<file path="src/hdl/pdc_pkg.sv">
/*
 * Shared constants for the synthesizer divider and detector core: the
 * configuration field positions, their power-up value, the serial frame
 * lengths, the divide-ratio limits and the reference clock output codes.
 * It assumes that every file using it names each item as pdc_pkg::name.
 */
package pdc_pkg;
    // Configuration field positions.
    localparam int CFG_INV_BIT     = 7;
    localparam int CFG_SEL_BIT     = 6;
    localparam int CFG_LOCK_BIT    = 5;
    localparam int CFG_REFSEL_HI   = 4;
    localparam int CFG_REFSEL_LO   = 2;
    localparam int CFG_VMON_BIT    = 1;
    localparam int CFG_RMON_BIT    = 0;
    // Power-up configuration: output divider at /8, all else cleared.
    localparam logic [7:0] CFG_RESET = 8'h10;
    // Serial frame lengths that select a target register.
    localparam logic [5:0] LEN_CFG    = 6'h08;
    localparam logic [5:0] LEN_VCO    = 6'h10;
    localparam logic [5:0] LEN_REF_S  = 6'h0f;
    localparam logic [5:0] LEN_REF_L  = 6'h18;
    localparam logic [5:0] LEN_RST_LO = 6'h09;
    localparam logic [5:0] LEN_RST_HI = 6'h0d;
    localparam logic [5:0] LEN_MAX    = 6'h20;
    // Divide ratio limits and power-up ratios.
    localparam logic [14:0] REF_MIN    = 15'h0005;
    localparam logic [15:0] VCO_MIN    = 16'h0028;
    localparam logic [14:0] REF_RESET  = 15'h0005;
    localparam logic [15:0] VCO_RESET  = 16'h0028;
    // Monitor pulse: 4.5 reference cycles, counted in half cycles.
    localparam logic [3:0] MON_HALF_CYCLES = 4'h9;
    // Reference clock output divider settings.
    localparam logic [2:0] RSEL_OFF = 3'h0;
    localparam logic [2:0] RSEL_D1  = 3'h1;
    localparam logic [2:0] RSEL_D2  = 3'h2;
    localparam logic [2:0] RSEL_D4  = 3'h3;
    localparam logic [2:0] RSEL_D8  = 3'h4;
    localparam logic [2:0] RSEL_D16 = 3'h5;
    localparam logic [2:0] RSEL_D8B = 3'h6;
endpackage : pdc_pkg

</file>
<file path="src/hdl/pdc_core.sv">
/*
 * Digital core of a PLL synthesizer: serial loading port, reference and
 * VCO-input dividers with monitor outputs, single and double-ended phase
 * detectors, lock indicator and reference clock output divider.
 * It assumes all pins are synchronous to mclk, and that the reference and
 * VCO inputs are well below half the mclk rate so edges are seen.
 */
module pdc_core (
    input  wire logic mclk,
    input  wire logic sys_rst,
    input  wire logic serial_clk,
    input  wire logic serial_data,
    input  wire logic serial_select_n,
    input  wire logic reference_input,
    input  wire logic vco_input,
    output logic      ref_div_monitor,
    output logic      vco_div_monitor,
    output logic      reference_clock_output,
    output logic      single_ended_detector_out,
    output logic      single_ended_detector_oe,
    output logic      ref_side_detector_n,
    output logic      vco_side_detector_n,
    output logic      lock_indicator_out
);
    // Registers loaded over the serial port.
    logic [7:0]  loop_configuration;
    logic [15:0] vco_ratio;
    logic [14:0] ref_ratio;
    // Serial shift register and clock count for the frame in progress.
    logic [23:0] shifter;
    logic [5:0]  bit_count;
    // Previous samples for edge detection.
    logic        clk_q;
    logic        sel_q;
    logic        ref_q;
    logic        vco_q;
    // One-cycle load strobes.
    logic        load_vco;
    // Edge pulses.
    logic        ref_rise;
    logic        ref_edge;
    logic        vco_rise;
    // Divider terminal pulses.
    logic        ref_term;
    logic        vco_term;
    // Detector state: up and down flip-flops.
    logic        ref_ahead;
    logic        vco_ahead;
    // Monitor pulse stretcher, in reference half cycles.
    logic [3:0]  mon_left;
    // Reference output divider counter.
    logic [3:0]  refclk_count;
    // Configuration fields.
    logic        detector_inversion;
    logic        detector_select;
    logic        lock_indicator_enable;
    logic [2:0]  refclk_divide_select;
    logic        vco_monitor_enable;
    logic        ref_monitor_enable;
    // Effective reference pulse into the detectors.
    logic        ref_event;
    logic        bypass;
    logic        ref_lead_n;
    logic        vco_lead_n;
    logic        ser_rise;
    logic        sel_rise;

    assign detector_inversion    = loop_configuration[pdc_pkg::CFG_INV_BIT];
    assign detector_select       = loop_configuration[pdc_pkg::CFG_SEL_BIT];
    assign lock_indicator_enable = loop_configuration[pdc_pkg::CFG_LOCK_BIT];
    assign refclk_divide_select  =
        loop_configuration[pdc_pkg::CFG_REFSEL_HI:pdc_pkg::CFG_REFSEL_LO];
    assign vco_monitor_enable    = loop_configuration[pdc_pkg::CFG_VMON_BIT];
    assign ref_monitor_enable    = loop_configuration[pdc_pkg::CFG_RMON_BIT];

    // Keep last samples of every pin that is edge-detected.
    always_ff @(posedge mclk) begin
        if (sys_rst) begin
            clk_q <= 1'b0;
            sel_q <= 1'b1;
            ref_q <= 1'b0;
            vco_q <= 1'b0;
        end else begin
            clk_q <= serial_clk;
            sel_q <= serial_select_n;
            ref_q <= reference_input;
            vco_q <= vco_input;
        end
    end

    assign ser_rise = serial_clk && !clk_q;
    assign sel_rise = serial_select_n && !sel_q;
    assign ref_rise = reference_input && !ref_q;
    assign ref_edge = reference_input != ref_q;
    assign vco_rise = vco_input && !vco_q;

    // Shift in data MSB first while select is low; count clocks.
    always_ff @(posedge mclk) begin
        if (sys_rst || serial_select_n) begin
            bit_count <= 6'h00;
        end else if (ser_rise) begin
            shifter <= {shifter[22:0], serial_data};
            if (bit_count != pdc_pkg::LEN_MAX + 6'h01) begin
                bit_count <= bit_count + 6'h01;
            end
        end
    end

    // On select rising, load the register that the frame length picks.
    always_ff @(posedge mclk) begin
        if (sys_rst) begin
            loop_configuration <= pdc_pkg::CFG_RESET;
            vco_ratio          <= pdc_pkg::VCO_RESET;
            ref_ratio          <= pdc_pkg::REF_RESET;
        end else if (sel_rise) begin
            if (bit_count == pdc_pkg::LEN_CFG) begin
                loop_configuration <= shifter[7:0];
            end else if (bit_count == pdc_pkg::LEN_VCO) begin
                vco_ratio <= shifter[15:0];
            end else if (bit_count == pdc_pkg::LEN_REF_S ||
                         bit_count == pdc_pkg::LEN_REF_L) begin
                ref_ratio <= shifter[14:0];
            end else if (bit_count >= pdc_pkg::LEN_RST_LO &&
                         bit_count <= pdc_pkg::LEN_RST_HI) begin
                loop_configuration <= pdc_pkg::CFG_RESET;
                vco_ratio          <= pdc_pkg::VCO_RESET;
                ref_ratio          <= pdc_pkg::REF_RESET;
            end
        end
    end

    // A VCO ratio load restarts both dividers and the detector.
    always_ff @(posedge mclk) begin
        if (sys_rst) begin
            load_vco <= 1'b0;
        end else begin
            load_vco <= sel_rise && (bit_count == pdc_pkg::LEN_VCO ||
                        (bit_count >= pdc_pkg::LEN_RST_LO &&
                         bit_count <= pdc_pkg::LEN_RST_HI));
        end
    end

    // Reference divider, counting reference rising edges.
    pdc_divider #(.WIDTH(15)) u_ref_div (
        .mclk     (mclk),
        .sys_rst  (sys_rst),
        .jam      (load_vco),
        .ratio    (ref_ratio),
        .count    (ref_rise),
        .terminal (ref_term)
    );

    // VCO-input divider.
    pdc_divider #(.WIDTH(16)) u_vco_div (
        .mclk     (mclk),
        .sys_rst  (sys_rst),
        .jam      (load_vco),
        .ratio    (vco_ratio),
        .count    (vco_rise),
        .terminal (vco_term)
    );

    assign bypass    = ref_ratio == 15'h0001;
    assign ref_event = bypass ? ref_rise : ref_term;

    // Stretch the reference terminal pulse to 4.5 input cycles.
    always_ff @(posedge mclk) begin
        if (sys_rst || load_vco) begin
            mon_left <= 4'h0;
        end else if (ref_term) begin
            mon_left <= pdc_pkg::MON_HALF_CYCLES;
        end else if (ref_edge && mon_left != 4'h0) begin
            mon_left <= mon_left - 4'h1;
        end
    end

    // Monitor outputs, gated by their enable bits.
    always_ff @(posedge mclk) begin
        if (sys_rst) begin
            ref_div_monitor <= 1'b0;
            vco_div_monitor <= 1'b0;
        end else begin
            ref_div_monitor <= ref_monitor_enable &&
                (bypass ? reference_input : (mon_left != 4'h0));
            vco_div_monitor <= vco_monitor_enable && vco_term;
        end
    end

    // Phase-frequency detector: the side arriving first sets its flag;
    // the second arrival clears both, so a clear never loses to a set.
    always_ff @(posedge mclk) begin
        if (sys_rst || load_vco) begin
            ref_ahead <= 1'b0;
            vco_ahead <= 1'b0;
        end else if (ref_event && vco_term) begin
            ref_ahead <= 1'b0;
            vco_ahead <= 1'b0;
        end else if (ref_event) begin
            ref_ahead <= !vco_ahead;
            vco_ahead <= 1'b0;
        end else if (vco_term) begin
            vco_ahead <= !ref_ahead;
            ref_ahead <= 1'b0;
        end
    end

    // Lead indications, low active, with simultaneity as a short low on
    // both sides for one cycle.
    assign vco_lead_n = !(vco_ahead || (ref_event && vco_term));
    assign ref_lead_n = !(ref_ahead || (ref_event && vco_term));

    // Detector outputs registered from the flags and the config.
    always_ff @(posedge mclk) begin
        if (sys_rst) begin
            single_ended_detector_out <= 1'b0;
            single_ended_detector_oe  <= 1'b0;
            ref_side_detector_n       <= 1'b1;
            vco_side_detector_n       <= 1'b1;
        end else if (detector_select) begin
            ref_side_detector_n <= 1'b1;
            vco_side_detector_n <= 1'b1;
            single_ended_detector_oe  <= vco_ahead || ref_ahead;
            single_ended_detector_out <=
                ref_ahead ^ detector_inversion;
        end else begin
            single_ended_detector_oe  <= 1'b0;
            single_ended_detector_out <= 1'b0;
            ref_side_detector_n <= detector_inversion ? vco_lead_n
                                                      : ref_lead_n;
            vco_side_detector_n <= detector_inversion ? ref_lead_n
                                                      : vco_lead_n;
        end
    end

    // Lock output: low while either side leads, forced low when disabled.
    always_ff @(posedge mclk) begin
        if (sys_rst) begin
            lock_indicator_out <= 1'b0;
        end else begin
            lock_indicator_out <= lock_indicator_enable &&
                !(vco_ahead || ref_ahead);
        end
    end

    // Free-running reference output divider counter.
    always_ff @(posedge mclk) begin
        if (sys_rst) begin
            refclk_count <= 4'h0;
        end else if (ref_rise) begin
            refclk_count <= refclk_count + 4'h1;
        end
    end

    // Reference clock output selection.
    always_ff @(posedge mclk) begin
        if (sys_rst) begin
            reference_clock_output <= 1'b0;
        end else begin
            unique case (refclk_divide_select)
                pdc_pkg::RSEL_OFF: reference_clock_output <= 1'b0;
                pdc_pkg::RSEL_D1:  reference_clock_output <= reference_input;
                pdc_pkg::RSEL_D2:  reference_clock_output <= refclk_count[0];
                pdc_pkg::RSEL_D4:  reference_clock_output <= refclk_count[1];
                pdc_pkg::RSEL_D8,
                pdc_pkg::RSEL_D8B: reference_clock_output <= refclk_count[2];
                default:           reference_clock_output <= refclk_count[3];
            endcase
        end
    end

    // Checks.
    a_cfg_powerup: assert property (@(posedge mclk)
        $fell(sys_rst) |-> loop_configuration == pdc_pkg::CFG_RESET)
        else $error("configuration not at power-up value");
    a_lock_disabled: assert property (@(posedge mclk)
        disable iff (sys_rst)
        !lock_indicator_enable |=> !lock_indicator_out)
        else $error("lock output not forced low");
    a_pair_static: assert property (@(posedge mclk)
        disable iff (sys_rst)
        detector_select |=> ref_side_detector_n && vco_side_detector_n)
        else $error("double-ended pair not held high");
    a_single_float: assert property (@(posedge mclk)
        disable iff (sys_rst)
        !detector_select |=> !single_ended_detector_oe)
        else $error("single-ended output driven while deselected");
    a_vmon_gate: assert property (@(posedge mclk)
        disable iff (sys_rst)
        !vco_monitor_enable |=> !vco_div_monitor)
        else $error("VCO monitor not held low");
    // A jam in the same cycle as the terminal pulse clears the stretch,
    // so only an undisturbed terminal pulse must start it.
    a_rmon_width: assert property (@(posedge mclk)
        disable iff (sys_rst)
        ref_term && !load_vco |=> mon_left == pdc_pkg::MON_HALF_CYCLES)
        else $error("reference monitor stretch not started");
    a_cfg_only: assert property (@(posedge mclk)
        disable iff (sys_rst)
        sel_rise && bit_count == pdc_pkg::LEN_CFG
        |=> $stable(vco_ratio) && $stable(ref_ratio))
        else $error("eight-clock frame touched a ratio");
    a_jam_load: assert property (@(posedge mclk)
        disable iff (sys_rst)
        sel_rise && bit_count == pdc_pkg::LEN_VCO |=> load_vco)
        else $error("VCO load did not jam dividers");
    a_bypass_copy: assert property (@(posedge mclk)
        disable iff (sys_rst)
        bypass && ref_monitor_enable
        |=> ref_div_monitor == $past(reference_input))
        else $error("bypassed reference not copied to monitor");
    a_rmon_gate: assert property (@(posedge mclk)
        disable iff (sys_rst)
        !ref_monitor_enable |=> !ref_div_monitor)
        else $error("reference monitor not held low");
    a_vmon_single: assert property (@(posedge mclk)
        disable iff (sys_rst)
        vco_div_monitor |=> !vco_div_monitor)
        else $error("VCO monitor pulse wider than one cycle");
    a_rclk_off: assert property (@(posedge mclk)
        disable iff (sys_rst)
        refclk_divide_select == pdc_pkg::RSEL_OFF |=> !reference_clock_output)
        else $error("reference clock output not static low");
    // Main scenarios that the bench is expected to reach.
    c_cfg_load: cover property (@(posedge mclk)
        sel_rise && bit_count == pdc_pkg::LEN_CFG);
    c_ref_load: cover property (@(posedge mclk)
        sel_rise && bit_count == pdc_pkg::LEN_REF_L);
    c_lock_high: cover property (@(posedge mclk) lock_indicator_out);
    c_jam_load: cover property (@(posedge mclk) load_vco);
    c_bypass_event: cover property (@(posedge mclk) bypass && ref_term);
endmodule : pdc_core

</file>
<file path="src/hdl/pdc_divider.sv">
/*
 * Programmable down-counting divider, used for both the reference and the
 * VCO-input chains. It assumes that the count input is already a one-cycle
 * pulse per rising edge of the divided signal, in the mclk domain.
 */
module pdc_divider #(
    parameter int WIDTH = 16
) (
    input  wire logic             mclk,
    input  wire logic             sys_rst,
    input  wire logic             jam,
    input  wire logic [WIDTH-1:0] ratio,
    input  wire logic             count,
    output logic                  terminal
);
    // Present count value.
    logic [WIDTH-1:0] remaining;

    // Refuse widths that the reload compare cannot serve; caught at
    // elaboration so a bad instance never builds.
    if (WIDTH < 2) begin : g_width_check
        $error("pdc_divider: WIDTH below 2");
    end

    // Count down once per input edge and reload at one; jam restarts.
    always_ff @(posedge mclk) begin
        if (sys_rst || jam) begin
            remaining <= ratio;
        end else if (count) begin
            if (remaining <= WIDTH'(1)) begin
                remaining <= ratio;
            end else begin
                remaining <= remaining - WIDTH'(1);
            end
        end
    end

    // One pulse per completed period.
    always_ff @(posedge mclk) begin
        if (sys_rst || jam) begin
            terminal <= 1'b0;
        end else begin
            terminal <= count && (remaining <= WIDTH'(1));
        end
    end
endmodule : pdc_divider

</file>
<file path="config.mk">
export PLATFORM = sky130hd
export DESIGN_NAME = pdc_core
export DESIGN_NICKNAME = d
export VERILOG_FILES = /design/src/hdl/pdc_pkg.sv /design/src/hdl/pdc_core.sv /design/src/hdl/pdc_divider.sv
export SDC_FILE = /design/constraint.sdc
export NUM_CORES = 1
export LEC_CHECK = 0
export BUFFER_PORTS_ARGS = -buffer_cell sky130_fd_sc_hd__buf_2
export CORE_UTILIZATION = 42
export CTS_CLUSTER_DIAMETER = 120
export CTS_CLUSTER_SIZE = 8
export DETAILED_ROUTE_END_ITERATION = 8
export PLACE_DENSITY = 0.64
export SKIP_LAST_GASP = 1
export SLEW_MARGIN = 20
export SYNTH_ARGS = -nofsm -noshare
export SYNTH_HDL_FRONTEND = slang
export SYNTH_HIERARCHICAL = 1
export SYNTH_SLANG_ARGS = --single-unit
</file>
<file path="constraint.sdc">
create_clock -name mclk -period 6.4 [get_ports mclk]
set_input_delay 0.32 -clock mclk [delete_from_list [all_inputs] [get_ports mclk]]
set_output_delay 0.32 -clock mclk [all_outputs]
set_load 0.01 [all_outputs]
</file>
==> results.sh <==
export IMPL_status="completed"
export IMPL_port_buffers=14
export IMPL_synth_edf_count=47
export IMPL_yosys_top_cells_area="edfxtp_1 (26%), dfxtp_1 (26%), xnor2_1 (4.0%), nand2_1 (3.1%), ha_1 (2.5%)"
export IMPL_dp_hpwl_um=7294
export IMPL_grt_pass1_vias=3502
export IMPL_viasPerCell=5.393
export IMPL_clock_latency_ps=410
export IMPL_ctsResizeCount=0
export IMPL_synth_most_common_cell="dfxtp_1"
export IMPL_reg2reg_from="u_vco_div/remaining[8]"
export IMPL_cts_tree="yes"
export IMPL_slew_limit_headroom_pct=36.13
export IMPL_critPathArrivalTime_ps=2710
export IMPL_post_cts_buffers=0
export IMPL_p_leak_nw=2.163
export IMPL_start_util_pct=43.08
export IMPL_drtIter0Drc=220
export IMPL_track_usage_pct=17.38
export IMPL_dieHeight_um=115.5
export IMPL_dieArea_um2=13350
export IMPL_layout_nets=522
export IMPL_clkSinkCount=117
export IMPL_max_slew_worst_pin_slew_ps=958.0
export IMPL_antenna_found_initial=0
export IMPL_postSynthCellCount=491
export IMPL_overflow=0
export IMPL_setup_violations=0
export IMPL_ant_nets=0
export IMPL_grt_max_degree=50
export IMPL_skew_ps=7.489
export IMPL_numCtsBuffers=17
export IMPL_placed_cells=657
export IMPL_avgSynthCellArea_um2=11.03
export IMPL_end_kind="flip-flop"
export IMPL_ys_top_cells_by_count="dfxtp_1 (70), edfxtp_1 (47), nand2_1 (45), nor2_1 (29), inv_1 (28)"
export IMPL_h_tree_depth=4
export IMPL_num_rows=41
export IMPL_clk_pin_slew_worst_paths_ps=50
export IMPL_dr_pass1_iters=4
export IMPL_cts_hold_buffers=0
export IMPL_antenna_cells=0
export IMPL_yosysTopAreaCell="edfxtp_1"
export IMPL_maxCapViolCount=0
export IMPL_rsz0062_at_grt="false"
export IMPL_nFillCells=1129
export IMPL_die_w_um=115.5
export IMPL_synth_net_count=509
export IMPL_io_pins=15
export IMPL_root_buffer="clkbuf_16"
export IMPL_wl_per_cell_um=15.58
export IMPL_p_per_area_nw_per_um2=310.6
export IMPL_async_reset_ff_share_pct=0
export IMPL_finalNonFillerCells=689
export IMPL_hold_class="in -> reg"
export IMPL_crit_fanout=32
export IMPL_crit_type="reg -> reg"
export IMPL_clock_path_buffers=2
export IMPL_synthesis_area_um2=5414
export IMPL_wl_um=10730
export IMPL_finalCritPeriodShare_pct=39.77
export IMPL_required_ps=6560
export IMPL_crit_path_start="u_vco_div/remaining[8]"
export IMPL_drive_gt1_share_pct=16.25
export IMPL_grt_pass1_wl_um=17520
export IMPL_fin_crit_ps=2545
export IMPL_drc=0
export IMPL_hold_viol=0
export IMPL_fmax_mhz=392.9
export IMPL_setup_tns_ps=0
export IMPL_cp_start_kind="flip-flop"
export IMPL_yosysWarnings=6
export IMPL_ys_flop_type="dfxtp_1"
export IMPL_synth_cell_types=63
export IMPL_vias=3716
export IMPL_synth_seq_area_share_pct=51.95
export IMPL_synth_top_area_share_pct=26.07
export IMPL_synth_seq_cells=117
export IMPL_drv_slew=0
export IMPL_vdd_drop_max_uv=187.1
export IMPL_coreArea_um2=12570
export IMPL_syn_to_final_growth_pct=13.43
export IMPL_min_from="serial_data"
export IMPL_gp_congestion=0.7900
-- metal layers --
layer	track usage (%)	up-vias	part of all wire [%]
met3	5.335	9	3.4
met2	28.54	56	48
met1	21.67	1808	47
li1	-	1843	-
met4	6.061	0	1.2
met5	0	-	0
-- state kept, by name (all words and copies together) (netlist names), 4 cells and up --
register             flops
bit_count                6
loop_configuration       8
mon_left                 4
ref_ratio               15
refclk_count             4
shifter                 16
u_ref_div/remaining     15
u_vco_div/remaining     16
vco_ratio               16
-- placed cells by master (no fill, tap or decap), types with 6 or more instances in the layout --
master     netlist  final
a211oi_1        10     10
a21oi_1         20     20
a32o_1           6      6
buf_2            2     14
clkbuf_16        0     19
dfxtp_1         70     70
edfxtp_1        47     47
ha_1            11     11
inv_1           28     28
mux2_2           6      6
mux2_4           9      9
mux2i_1          7      7
nand2_1         45     45
nand4_1          6      6
nor2_1          29     28
nor3_1          11     11
nor4_1           8      8
o21ai_0         14     14
o21ai_2          6      6
o2bb2ai_1        6      6
o32ai_1         15     15
xnor2_1         25     25
xor2_1          10     10
-- per-stage QoR --
stage               area (µm²)  setup WS [ps]  total power, mW  hold slack [ps]  util, %
finish                    6141           3855            1.907            85.25    48.86
global route              6141           3675            1.977            72.21    48.86
CTS                       6141           3854            1.924            70.97    48.86
detailed placement        5563           3852            1.021            439.1    44.26
global placement          5560           3910            1.013            437.3    44.24
floorplan                 5414           4349           0.9873            418.9        -
-- path summary, 6_finish.rpt --
path	endpoint	slack, ps	depth (start not counted)
worst max-delay path	u_vco_div/remaining[3]	3850	5
worst min-delay path	shifter[0]	90	1
worst max register to register	u_vco_div/remaining[3]	3850	5
worst min register to register	shifter[9]	450	0
-- critical path, cell delays in order (launching register included) --
cell and delay [ps]:
edfxtp_1 460, or4_4 560, or3_4 380, o21ai_4 630, a21oi_1 90, a21o_1 180
-- power breakdown --
group | total, mW | switching, mW | internal [mW] | leakage (nW)
clock | 0.901 | 0.320 | 0.581 | 0.291
sequential | 0.847 | 0.0314 | 0.816 | 1.04
combinational | 0.159 | 0.0867 | 0.0722 | 0.832
total | 1.91 | 0.438 | 1.47 | 2.16
-- kinds of logic after synthesis --
logic type | after synthesis | synth area share [%]
compound gates | 104 | 14.77
xor+xnor | 35 | 5.662
fa+ha+maj | 11 | 2.542
buf+inv | 49 | 4.645
flops | 117 | 51.95
mux | 22 | 5.038
simple gates | 153 | 15.39
-- area by class of cell --
| type | instances | area [µm²] | area share (%) |
|---|---|---|---|
| Sequential cell | 117 | 2813 | 45.80 |
| Clock inverter | 6 | 36.28 | 0.5909 |
| Multi-Input combinational cell | 325 | 2352 | 38.30 |
| Clock buffer | 26 | 541.8 | 8.822 |
| Inverter | 28 | 105.1 | 1.711 |
| Timing Repair Buffer | 15 | 77.57 | 1.263 |
| Tap cell | 172 | 215.2 | 3.504 |
Power figures use the tool's default switching activity.
